<file path="src/mpwm_pkg.sv">
package mpwm_pkg;

	// ==========================================================
	// Sizing and clock figures
	// ==========================================================
	localparam int unsigned MPWM_PHASES = 4; // Most phase outputs supported.
	localparam int unsigned MPWM_CLK_KHZ = 50000; // Reference clock rate in kHz.
	localparam int unsigned MPWM_SW_KHZ = 280; // Default switching_frequency in kHz.
	localparam int unsigned MPWM_PER_W = 16; // Width of a switching period count.
	localparam int unsigned MPWM_VAL_W = 12; // Width of voltage and current samples.
	localparam logic [15:0] MPWM_PERIOD_RST = 16'(MPWM_CLK_KHZ / MPWM_SW_KHZ); // Clocks per cycle.

	// ==========================================================
	// Sequence lengths, counted in switching cycles
	// ==========================================================
	localparam logic [11:0] MPWM_INIT_WAIT = 12'h020; // First three-state wait (32 cycles).
	localparam logic [11:0] MPWM_OC_WAIT = 12'h800; // Three-state wait after over-current (2048).
	localparam logic [11:0] MPWM_CLAMP_LEN = 12'h096; // Low clamp interval (150 cycles).
	localparam logic [11:0] MPWM_PG_CYCLE = 12'h800; // Power-good allowed from this cycle (2048).

	// ==========================================================
	// Thresholds in percent of the programmed value
	// ==========================================================
	localparam logic [7:0] MPWM_OV_PCT = 8'h73; // Over-voltage trip at 115 percent.
	localparam logic [7:0] MPWM_OV_HYS_PCT = 8'h71; // Over-voltage release at 113 percent.
	localparam logic [7:0] MPWM_UV_SET_PCT = 8'h5a; // Under-voltage set below 90 percent.
	localparam logic [7:0] MPWM_UV_CLR_PCT = 8'h5c; // Under-voltage clear at 92 percent.
	localparam logic [7:0] MPWM_OC_PCT = 8'ha5; // Over-current trip at 165 percent.

	// ==========================================================
	// Register byte offsets and reset values
	// ==========================================================
	localparam logic [7:0] MPWM_ADDR_PERIOD = 8'h00; // Switching period in clocks.
	localparam logic [7:0] MPWM_ADDR_DUTY = 8'h04; // Regulated duty in clocks.
	localparam logic [7:0] MPWM_ADDR_TARGET = 8'h08; // Programmed core voltage target code.
	localparam logic [7:0] MPWM_ADDR_OC_NOM = 8'h0c; // Full-load nominal phase current.
	localparam logic [7:0] MPWM_ADDR_TRIM = 8'h10; // Balance pulse-width trim in clocks.
	localparam logic [7:0] MPWM_ADDR_STATUS = 8'h14; // Sequencer status, read only.
	localparam logic [7:0] MPWM_ADDR_REF_NOW = 8'h18; // Present reference ramp value.
	localparam logic [7:0] MPWM_ADDR_CYCLES = 8'h1c; // Start sequence cycle count.
	localparam logic [15:0] MPWM_DUTY_RST = 16'h0040; // Default regulated duty.
	localparam logic [11:0] MPWM_TARGET_RST = 12'h800; // Default voltage target code.
	localparam logic [11:0] MPWM_OC_NOM_RST = 12'h400; // Default nominal current code.
	localparam logic [15:0] MPWM_TRIM_RST = 16'h0002; // Default balance trim.
	localparam logic [11:0] MPWM_REF_STEP = 12'h001; // Reference rise per switching cycle.

	// ==========================================================
	// Sequencer states, Gray coded along the start path
	// ==========================================================
	typedef enum logic [2:0] {
		MPWM_ST_OFF = 3'b000, // Power-on reset held, outputs three-state.
		MPWM_ST_WAIT = 3'b001, // Initial three-state wait, reference inhibited.
		MPWM_ST_CLAMP = 3'b011, // Outputs driven low.
		MPWM_ST_RAMP = 3'b010, // Duty and reference rising.
		MPWM_ST_RUN = 3'b110, // Regulated pulsing.
		MPWM_ST_OC = 3'b111, // Over-current hiccup wait.
		MPWM_ST_OV = 3'b101 // Over-voltage latched.
	} mpwm_state_e;

	// Status word fields, packed from the top down.
	typedef struct packed {
		logic [19:0] zero; // Reads as zero.
		logic pg; // Power-good output level.
		logic oc; // Over-current present now.
		logic uv; // Under-voltage present now.
		logic ov; // Over-voltage latch.
		logic [2:0] count; // Active phase count.
		logic [2:0] state; // Sequencer state code.
		logic [1:0] spare; // Reads as zero.
	} mpwm_status_s;

endpackage

</file>
<file path="src/mpwm_seq.sv">
// Behaviour
// - Up to four phases, count from tied pins.
// - Phases spaced one period over count.
// - Reset held keeps all outputs three-state.
// - Supply good starts; supply loss shuts down.
// - First 32 cycles three-state, reference inhibited.
// - From cycle 33, outputs low ~150 cycles.
// - Then duty ramps from zero to regulated.
// - No power-good before cycle 2048.
// - Reference rises per cycle to target.
// - Over-voltage above 115 percent of target.
// - Over-voltage latch until supply loss or a new reset.
// - Latched: low above limit, three-state below hysteresis.
// - Under 90 percent drops power-good, hysteretic.
// - Over-current forces three-state, starts wait.
// - Over-current restart wait is 2048 cycles.
// - After wait restart ramp; repeat as hiccup.
// - Power-good low during over-current wait.
// - Above-average phase gets shorter pulse.
// - Average current over 165 percent trips.
//
// Design decisions made here: the APB register port and the register offsets.
module mpwm_seq
	import mpwm_pkg::*;
#(
	parameter int unsigned PHASES = MPWM_PHASES, // Phase outputs.
	parameter int unsigned PER_W = MPWM_PER_W, // Period count width.
	parameter int unsigned VAL_W = MPWM_VAL_W // Sample width.
) (
	// Clock and reset.
	input wire logic i_ref_clk,
	input wire logic i_rst_b,
	// APB register port.
	input wire logic i_psel,
	input wire logic i_penable,
	input wire logic i_pwrite,
	input wire logic [7:0] i_paddr,
	input wire logic [31:0] i_pwdata,
	output logic [31:0] o_prdata,
	output logic o_pready,
	output logic o_pslverr,
	// Board pins, asynchronous.
	input wire logic i_supply_good,
	input wire logic [PHASES-1:0] i_phase_tied,
	// Converted samples from the sensing front end, on this clock.
	input wire logic [VAL_W-1:0] i_core_voltage_sense,
	input wire logic [PHASES*VAL_W-1:0] i_phase_current,
	// Phase outputs to the gate drivers, and the power-good output.
	output logic [PHASES-1:0] o_pwm_out,
	output logic [PHASES-1:0] o_pwm_oe,
	output logic o_power_good_out
);

	// ==========================================================
	// Helper functions
	// ==========================================================

	// Returns value times percent over one hundred.
	function automatic logic [VAL_W+1:0] pct_of(input logic [VAL_W-1:0] v, input logic [7:0] p);
		logic [VAL_W+7:0] prod;
		prod = (VAL_W+8)'(v) * (VAL_W+8)'(p);
		return (VAL_W+2)'(prod / (VAL_W+8)'(100));
	endfunction

	// Divides by the active phase count, one to four.
	function automatic logic [PER_W+1:0] div_count(input logic [PER_W+1:0] v, input logic [2:0] n);
		case (n)
			3'd2: return v >> 1;
			3'd3: return v / (PER_W+2)'(3);
			3'd4: return v >> 2;
			default: return v;
		endcase
	endfunction

	// ==========================================================
	// Pin synchronisers
	// ==========================================================
	logic sg_meta_reg; // First stage, read only by the second.
	logic sg_sync_reg; // Synchronised supply good.
	logic [PHASES-1:0] tie_meta_reg; // First stage, read only by the second.
	logic [PHASES-1:0] tie_sync_reg; // Synchronised tie straps.

	// Two flip-flops per pin before any logic looks at it.
	always_ff @(posedge i_ref_clk or negedge i_rst_b) begin
		if (!i_rst_b) begin
			sg_meta_reg <= 1'b0;
			sg_sync_reg <= 1'b0;
			tie_meta_reg <= '0;
			tie_sync_reg <= '0;
		end else begin
			sg_meta_reg <= i_supply_good;
			sg_sync_reg <= sg_meta_reg;
			tie_meta_reg <= i_phase_tied;
			tie_sync_reg <= tie_meta_reg;
		end
	end

	// ==========================================================
	// Registers and state declarations
	// ==========================================================
	logic [PER_W-1:0] period_reg; // Switching period in clocks.
	logic [PER_W-1:0] duty_reg; // Regulated duty in clocks.
	logic [VAL_W-1:0] target_reg; // Programmed voltage target.
	logic [VAL_W-1:0] oc_nom_reg; // Nominal full-load current.
	logic [PER_W-1:0] trim_reg; // Balance trim in clocks.
	logic [PER_W-1:0] osc_reg; // Oscillator count within a period.
	logic cyc_tick; // One-cycle pulse at end of each period.
	mpwm_state_e state_reg; // Sequencer state.
	logic [11:0] st_cnt_reg; // Cycles spent in the present state.
	logic [11:0] seq_cnt_reg; // Cycles since the start sequence began.
	logic [PER_W-1:0] ramp_duty_reg; // Soft-start duty.
	logic [VAL_W-1:0] ref_reg; // Internal reference ramp.
	logic [2:0] count_reg; // Active phase count.
	logic ov_latch_reg; // Over-voltage latch.
	logic ov_clamp_reg; // Hysteretic clamp while latched.
	logic uv_reg; // Under-voltage flag.
	logic pg_reg; // Power-good output register.
	logic [PHASES-1:0] pwm_reg; // Phase output levels.
	logic [PHASES-1:0] oe_reg; // Phase output enables.
	logic [VAL_W+1:0] ov_limit; // Over-voltage trip level.
	logic [VAL_W+1:0] ov_release; // Over-voltage release level.
	logic [VAL_W+1:0] uv_set_lvl; // Under-voltage set level.
	logic [VAL_W+1:0] uv_clr_lvl; // Under-voltage clear level.
	logic [VAL_W+1:0] avg_cur; // Average of active phase currents.
	logic over_volt; // Sense above the trip level.
	logic over_cur; // Average above the trip level.
	logic [2:0] tied_count; // Untied phases seen on the pins.

	// ==========================================================
	// APB slave
	// ==========================================================
	logic apb_setup; // Setup cycle of a transfer.
	logic apb_write; // Write taken at this edge.
	logic addr_hit; // Address maps to a register.
	logic [31:0] rd_mux; // Read data selected by address.
	mpwm_status_s status; // Status word.

	assign apb_setup = i_psel && !i_penable;
	assign apb_write = i_psel && i_penable && i_pwrite;
	assign o_pready = 1'b1;

	// Build the status word from live state.
	always_comb begin
		status = '0;
		status.pg = pg_reg;
		status.oc = over_cur;
		status.uv = uv_reg;
		status.ov = ov_latch_reg;
		status.count = count_reg;
		status.state = state_reg;
	end

	// Decode the address and select read data.
	always_comb begin
		addr_hit = 1'b1;
		rd_mux = '0;
		case (i_paddr)
			MPWM_ADDR_PERIOD: rd_mux = 32'(period_reg);
			MPWM_ADDR_DUTY: rd_mux = 32'(duty_reg);
			MPWM_ADDR_TARGET: rd_mux = 32'(target_reg);
			MPWM_ADDR_OC_NOM: rd_mux = 32'(oc_nom_reg);
			MPWM_ADDR_TRIM: rd_mux = 32'(trim_reg);
			MPWM_ADDR_STATUS: rd_mux = status;
			MPWM_ADDR_REF_NOW: rd_mux = 32'(ref_reg);
			MPWM_ADDR_CYCLES: rd_mux = 32'(seq_cnt_reg);
			default: addr_hit = 1'b0;
		endcase
	end

	// An unmapped address errors in the access phase.
	assign o_pslverr = i_psel && i_penable && !addr_hit;

	// Read data is captured in the setup cycle and held through access.
	always_ff @(posedge i_ref_clk or negedge i_rst_b) begin
		if (!i_rst_b) begin
			o_prdata <= '0;
		end else if (apb_setup) begin
			o_prdata <= i_pwrite ? 32'h0000_0000 : rd_mux;
		end
	end

	// Software writable registers.
	always_ff @(posedge i_ref_clk or negedge i_rst_b) begin
		if (!i_rst_b) begin
			period_reg <= PER_W'(MPWM_PERIOD_RST);
			duty_reg <= PER_W'(MPWM_DUTY_RST);
			target_reg <= VAL_W'(MPWM_TARGET_RST);
			oc_nom_reg <= VAL_W'(MPWM_OC_NOM_RST);
			trim_reg <= PER_W'(MPWM_TRIM_RST);
		end else if (apb_write) begin
			case (i_paddr)
				MPWM_ADDR_PERIOD: period_reg <= i_pwdata[PER_W-1:0];
				MPWM_ADDR_DUTY: duty_reg <= i_pwdata[PER_W-1:0];
				MPWM_ADDR_TARGET: target_reg <= i_pwdata[VAL_W-1:0];
				MPWM_ADDR_OC_NOM: oc_nom_reg <= i_pwdata[VAL_W-1:0];
				MPWM_ADDR_TRIM: trim_reg <= i_pwdata[PER_W-1:0];
				default: ;
			endcase
		end
	end

	// ==========================================================
	// Switching oscillator
	// ==========================================================
	assign cyc_tick = (osc_reg >= period_reg - PER_W'(1));

	// Free-running period counter; every sequence count keys off its tick.
	always_ff @(posedge i_ref_clk or negedge i_rst_b) begin
		if (!i_rst_b) begin
			osc_reg <= '0;
		end else if (cyc_tick) begin
			osc_reg <= '0;
		end else begin
			osc_reg <= osc_reg + PER_W'(1);
		end
	end

	// ==========================================================
	// Fault detection
	// ==========================================================
	always_comb begin
		ov_limit = pct_of(target_reg, MPWM_OV_PCT);
		ov_release = pct_of(target_reg, MPWM_OV_HYS_PCT);
		uv_set_lvl = pct_of(target_reg, MPWM_UV_SET_PCT);
		uv_clr_lvl = pct_of(target_reg, MPWM_UV_CLR_PCT);
	end

	assign over_volt = (VAL_W+2)'(i_core_voltage_sense) > ov_limit;

	// Average the active phase currents.
	always_comb begin
		logic [PER_W+1:0] sum;
		sum = '0;
		for (int k = 0; k < PHASES; k++) begin
			if (k < int'(count_reg)) begin
				sum = sum + (PER_W+2)'(i_phase_current[k*VAL_W +: VAL_W]);
			end
		end
		avg_cur = (VAL_W+2)'(div_count(sum, count_reg));
	end

	assign over_cur = avg_cur > pct_of(oc_nom_reg, MPWM_OC_PCT);

	// Count of untied phase pins; unused phases are the upper ones.
	always_comb begin
		tied_count = '0;
		for (int k = 0; k < PHASES; k++) begin
			if (!tie_sync_reg[k]) begin
				tied_count = tied_count + 3'd1;
			end
		end
	end

	// ==========================================================
	// Start and protection sequencer
	// ==========================================================
	always_ff @(posedge i_ref_clk or negedge i_rst_b) begin
		if (!i_rst_b) begin
			state_reg <= MPWM_ST_OFF;
			st_cnt_reg <= '0;
			seq_cnt_reg <= '0;
			count_reg <= 3'd1;
		end else if (!sg_sync_reg) begin
			state_reg <= MPWM_ST_OFF;
			st_cnt_reg <= '0;
			seq_cnt_reg <= '0;
		end else begin
			case (state_reg)
				MPWM_ST_OFF: begin
					// Supply is good: catch the phase straps and begin.
					count_reg <= (tied_count == 3'd0) ? 3'd1 : tied_count;
					state_reg <= MPWM_ST_WAIT;
				end
				MPWM_ST_WAIT, MPWM_ST_OC: begin
					// Three-state wait, 32 cycles normally, 2048 after over-current.
					if (cyc_tick) begin
						st_cnt_reg <= st_cnt_reg + 12'd1;
						if (st_cnt_reg == ((state_reg == MPWM_ST_OC) ?
								MPWM_OC_WAIT : MPWM_INIT_WAIT) - 12'd1) begin
							state_reg <= MPWM_ST_CLAMP;
							st_cnt_reg <= '0;
						end
					end
				end
				MPWM_ST_CLAMP: begin
					if (cyc_tick) begin
						st_cnt_reg <= st_cnt_reg + 12'd1;
						if (st_cnt_reg == MPWM_CLAMP_LEN - 12'd1) begin
							state_reg <= MPWM_ST_RAMP;
							st_cnt_reg <= '0;
						end
					end
				end
				MPWM_ST_RAMP: begin
					if (ramp_duty_reg >= duty_reg && ref_reg >= target_reg) begin
						state_reg <= MPWM_ST_RUN;
					end
				end
				MPWM_ST_RUN: ;
				MPWM_ST_OV: ; // Only a supply drop or a reset leaves this state.
				default: state_reg <= MPWM_ST_OFF;
			endcase
			// Start cycle count, saturating once power-good is allowed.
			if (cyc_tick && state_reg != MPWM_ST_OFF && seq_cnt_reg < MPWM_PG_CYCLE) begin
				seq_cnt_reg <= seq_cnt_reg + 12'd1;
			end
			// Faults override the path above; over-voltage takes priority.
			if (state_reg != MPWM_ST_OFF && over_volt) begin
				state_reg <= MPWM_ST_OV;
			end else if (over_cur && (state_reg == MPWM_ST_CLAMP ||
					state_reg == MPWM_ST_RAMP || state_reg == MPWM_ST_RUN)) begin
				state_reg <= MPWM_ST_OC;
				st_cnt_reg <= '0;
				seq_cnt_reg <= '0;
			end
			if (state_reg == MPWM_ST_OV) begin
				state_reg <= MPWM_ST_OV;
			end
		end
	end

	assign ov_latch_reg = (state_reg == MPWM_ST_OV);

	// Hysteretic clamp while latched: low above limit, released below.
	always_ff @(posedge i_ref_clk or negedge i_rst_b) begin
		if (!i_rst_b) begin
			ov_clamp_reg <= 1'b0;
		end else if (state_reg != MPWM_ST_OV) begin
			ov_clamp_reg <= 1'b1;
		end else if (over_volt) begin
			ov_clamp_reg <= 1'b1;
		end else if ((VAL_W+2)'(i_core_voltage_sense) < ov_release) begin
			ov_clamp_reg <= 1'b0;
		end
	end

	// Soft-start duty and reference ramps, one step per switching cycle.
	always_ff @(posedge i_ref_clk or negedge i_rst_b) begin
		if (!i_rst_b) begin
			ramp_duty_reg <= '0;
			ref_reg <= '0;
		end else if (state_reg != MPWM_ST_RAMP && state_reg != MPWM_ST_RUN) begin
			ramp_duty_reg <= '0;
			ref_reg <= '0;
		end else if (cyc_tick) begin
			if (ramp_duty_reg < duty_reg) begin
				ramp_duty_reg <= ramp_duty_reg + PER_W'(1);
			end else begin
				ramp_duty_reg <= duty_reg;
			end
			if (ref_reg + MPWM_REF_STEP < target_reg) begin
				ref_reg <= ref_reg + MPWM_REF_STEP;
			end else begin
				ref_reg <= target_reg;
			end
		end
	end

	// ==========================================================
	// Power-good monitor
	// ==========================================================
	always_ff @(posedge i_ref_clk or negedge i_rst_b) begin
		if (!i_rst_b) begin
			uv_reg <= 1'b1;
		end else if ((VAL_W+2)'(i_core_voltage_sense) < uv_set_lvl) begin
			uv_reg <= 1'b1;
		end else if ((VAL_W+2)'(i_core_voltage_sense) >= uv_clr_lvl) begin
			uv_reg <= 1'b0;
		end
	end

	// Power-good needs running pulses, no faults and the full start count.
	always_ff @(posedge i_ref_clk or negedge i_rst_b) begin
		if (!i_rst_b) begin
			pg_reg <= 1'b0;
		end else begin
			pg_reg <= (state_reg == MPWM_ST_RAMP || state_reg == MPWM_ST_RUN)
				&& seq_cnt_reg >= MPWM_PG_CYCLE
				&& !uv_reg && !over_cur;
		end
	end

	assign o_power_good_out = pg_reg;

	// ==========================================================
	// Interleaved phase outputs
	// ==========================================================
	always_ff @(posedge i_ref_clk or negedge i_rst_b) begin
		logic [PER_W+1:0] step;
		logic [PER_W+1:0] pos;
		logic [PER_W-1:0] duty;
		if (!i_rst_b) begin
			pwm_reg <= '0;
			oe_reg <= '0;
		end else begin
			step = div_count((PER_W+2)'(period_reg), count_reg);
			for (int k = 0; k < PHASES; k++) begin
				// Phase position: oscillator plus k steps, wrapped to the period.
				pos = (PER_W+2)'(osc_reg) + step * (PER_W+2)'(k);
				if (pos >= (PER_W+2)'(period_reg)) begin
					pos = pos - (PER_W+2)'(period_reg);
				end
				// A phase above average current loses the trim.
				duty = (state_reg == MPWM_ST_RUN) ? duty_reg : ramp_duty_reg;
				if ((VAL_W+2)'(i_phase_current[k*VAL_W +: VAL_W]) > avg_cur) begin
					duty = (duty > trim_reg) ? duty - trim_reg : '0;
				end
				case (state_reg)
					MPWM_ST_CLAMP: begin
						pwm_reg[k] <= 1'b0;
						oe_reg[k] <= (k < int'(count_reg));
					end
					MPWM_ST_RAMP, MPWM_ST_RUN: begin
						pwm_reg[k] <= (pos < (PER_W+2)'(duty));
						oe_reg[k] <= (k < int'(count_reg)) && !over_cur;
					end
					MPWM_ST_OV: begin
						pwm_reg[k] <= 1'b0;
						oe_reg[k] <= (k < int'(count_reg)) && ov_clamp_reg;
					end
					default: begin
						pwm_reg[k] <= 1'b0;
						oe_reg[k] <= 1'b0;
					end
				endcase
			end
		end
	end

	assign o_pwm_out = pwm_reg;
	assign o_pwm_oe = oe_reg;

endmodule // mpwm_seq

</file>
<file path="config.mk">
export PLATFORM = sky130hd
export DESIGN_NAME = mpwm_seq
export DESIGN_NICKNAME = d
export VERILOG_FILES = /design/src/mpwm_pkg.sv /design/src/mpwm_seq.sv
export SDC_FILE = /design/constraint.sdc
export NUM_CORES = 2
export LEC_CHECK = 0
export BUFFER_PORTS_ARGS = -buffer_cell sky130_fd_sc_hd__buf_2
export CORE_MARGIN = 10
export CORE_UTILIZATION = 35
export CTS_CLUSTER_SIZE = 10
export DETAILED_ROUTE_END_ITERATION = 10
export GPL_ROUTABILITY_DRIVEN = 1
export HOLD_SLACK_MARGIN = 0.02
export PLACE_DENSITY_LB_ADDON = 0.12
export SLEW_MARGIN = 10
export SYNTH_ARGS = -nofsm -noshare
export SYNTH_HDL_FRONTEND = slang
export SYNTH_SLANG_ARGS = --single-unit
</file>
<file path="constraint.sdc">
create_clock -name i_ref_clk -period 35.3 [get_ports i_ref_clk]
set_input_delay 1.765 -clock i_ref_clk [delete_from_list [all_inputs] [get_ports i_ref_clk]]
set_output_delay 1.765 -clock i_ref_clk [all_outputs]
set_load 0.03 [all_outputs]
</file>
==> results.json <==
{
  "via_per_inst": 5.862,
  "cp-end-kind": "flop",
  "post-route-period-util_pct": 58.88,
  "finalClockSkew_ps": 29.90,
  "cp_max_fo": 16,
  "crit_path_frequent_cell": "a21oi_1",
  "wirelength_um": 175600,
  "io_buffers": 119,
  "cts_inserted_buffers": 17,
  "slew-limit-headroom_pct": 16.96,
  "overflow": 0,
  "rsz0062_at_grt": "no",
  "tightest_slew_ps": 1214,
  "rows": 138,
  "setup_viol": 0,
  "status": "complete, no violations",
  "fin_crit_ps": 20780,
  "die-width_um": 396.5,
  "cp.required_ps": 35680,
  "fp.coreArea_um2": 141200,
  "die_h_um": 396.5,
  "track_usage_pct": 21.37,
  "drtIter0Drc": 4054,
  "cts-root-buf": "clkbuf_16",
  "synth_flop_cell": "dfrtp_1",
  "htree_num_levels": 4,
  "ys_top_cells_by_count": "nor2_1 (616), ha_1 (587), a21oi_1 (567)",
  "cts.clk_slew.worst_paths_ps": 90,
  "cpPeakStageDelay_ps": 790,
  "wl_per_cell_um": 20.18,
  "arrival_ps": 21170,
  "area_delta_synth_final_pct": 6.303,
  "max_freq_mhz": 48.11,
  "yosysTopAreaCell": "ha_1",
  "synth.most_common_cell": "nor2_1",
  "antenna_found_initial": 13,
  "hpwlAfterDp_um": 141700,
  "fill_cells": 15279,
  "drive_above_1_share_pct": 7.698,
  "synth_top_area_share_pct": 14.80,
  "critPathLaunchType": "flop",
  "yosysUniqueCellTypes": 135,
  "critPathKind": "flop to flop",
  "fp.dieArea_um2": 157200,
  "cts_sinks": 183,
  "yosys-top-cells-area": "ha_1 (15%), dfrtp_1 (8.7%), a21oi_1 (5.7%)",
  "grt_pass1_wl_um": 275500,
  "syn_area_per_cell_um2": 7.254,
  "hold_buffers": 0,
  "gp_congestion": 0.9047,
  "grt_pass1_vias": 48212,
  "synth-seq-area-share_pct": 9.256,
  "hold_path_class": "flop to flop",
  "cts_setup_buffers": 0,
  "grt_start_max_net_pins": 81,
  "synth_cells": 6839,
  "slew_viol_final": 0,
  "start_util_pct": 35.12,
  "hold_viol": 0,
  "vias": 50998,
  "io-pin-count": 153,
  "synth_edf_count": 0,
  "tns_ps": 0,
  "dr.pass1.iters": 6,
  "cp_slowest_cell": "dfrtp_1",
  "cap_violations": 0,
  "synth-seq-cells": 183,
  "drc_errors": 0,
  "async_flop_share_pct": 100.0,
  "tritoncts": "yes",
  "cts_resized": 0,
  "insertion_delay_ps": 510,
  "syn-cell-area_um2": 49610,
  "cts_buffer_depth": 2,
  "yosysWarningCount": 0,
  "ant_nets": 0,
  "final_nets": 7595
}
==> cells in the final DEF (no fill, tap or decap), types with 25 or more instances in the layout <==
cell	instances
fa_1	104
xor2_1	108
ha_1	587
a31oi_1	77
xnor2_1	309
and3_1	88
mux2_2	111
o21ai_1	29
or4_1	25
nor2_1	613
a211o_1	27
nand3_1	182
nand2b_1	115
or2_2	55
nor2b_1	91
o21ai_0	511
a21boi_0	26
o21a_1	49
o22ai_1	38
a21oi_1	566
o31ai_1	63
nor3b_1	27
a211oi_1	95
a21o_1	148
a22oi_1	31
nand4_1	86
dfrtp_1	171
buf_2	118
nor4_1	55
mux2i_1	150
a221oi_1	30
nor3_1	186
inv_1	462
buf_4	70
o21bai_1	52
o211ai_1	97
or3_1	46
and2_1	79
nand2_1	548
==> through the flow <==
step | utilization [%] | hold WS (ps) | worst slack [ps] | std cells | area [um2]
CTS | 37.33 | 351.1 | 14580 | 8697 | 52730
floorplan | - | 331.2 | 19320 | 6854 | 49670
global route | 37.33 | 360.9 | 12760 | 8698 | 52730
finish | 37.34 | 349.4 | 14520 | 8700 | 52740
global placement | 36.90 | 334.7 | 14690 | 8665 | 52120
detailed placement | 36.90 | 334.7 | 14640 | 8665 | 52120
==> metal layers <==
layer  GRT usage, %  part of all wire [%]  wire length, um
met1          29.52                    47            82950
met2          35.74                    46            81280
met3          1.798                   4.3             7613
met4          5.129                   2.1             3705
met5              0                 0.024               43
==> logic make-up after synthesis <==
family                   after synthesis  share of synthesized area [%]
adder cells (fa/ha/maj)              710                          19.39
multiplexers                         269                          5.859
XOR/XNOR                             422                          7.539
buffers and inverters                753                          5.912
AO/OA/AOI/OAI                       2211                          29.29
AND/OR/NAND/NOR                     2289                          22.74
other                                  2                        0.01514
flip-flops                           183                          9.256
==> critical path: cells and delay by family (launching register included) <==
kind / cells / cell delay, ps
xor gates and xnor gates: 1 / 70
adders and majority gates: 4 / 1600
and+or+nand+nor: 25 / 5970
muxes: 4 / 1210
AOI/OAI and AO/OA: 33 / 10420
buffers and inverters: 3 / 510
DFF: 1 / 790
==> final cells by class <==
cell class	count	area [um2]	share of cell area [%]
inverters	485	1823	3.457
clock buffers	17	425.4	0.8067
well taps	1890	2365	4.484
clock inverters	15	182.7	0.3464
repair buffers	189	1131	2.145
multi-input cells	5918	42210	80.03
diodes	3	7.507	0.01424
flip-flops and latches	183	4594	8.712
==> path summary, 6_finish.rpt <==
path / cells after the start / from / end / slack, ps
max in group asynchronous: 3 / i_rst_b / oc_nom_reg[0] / 32000
setup / recovery: 70 / target_reg[1] / uv_reg / 14520
min in group asynchronous: 1 / i_rst_b / o_pwm_oe[3] / 1240
hold / removal: 0 / tie_meta_reg[0] / tie_sync_reg[0] / 350
hold reg to reg: 0 / tie_meta_reg[0] / tie_sync_reg[0] / 350
setup reg to reg: 70 / target_reg[1] / uv_reg / 14520
Power is left out: the tool's default activity adds up to more than one toggle a clock period on the data nets, which glitch-free logic cannot reach.
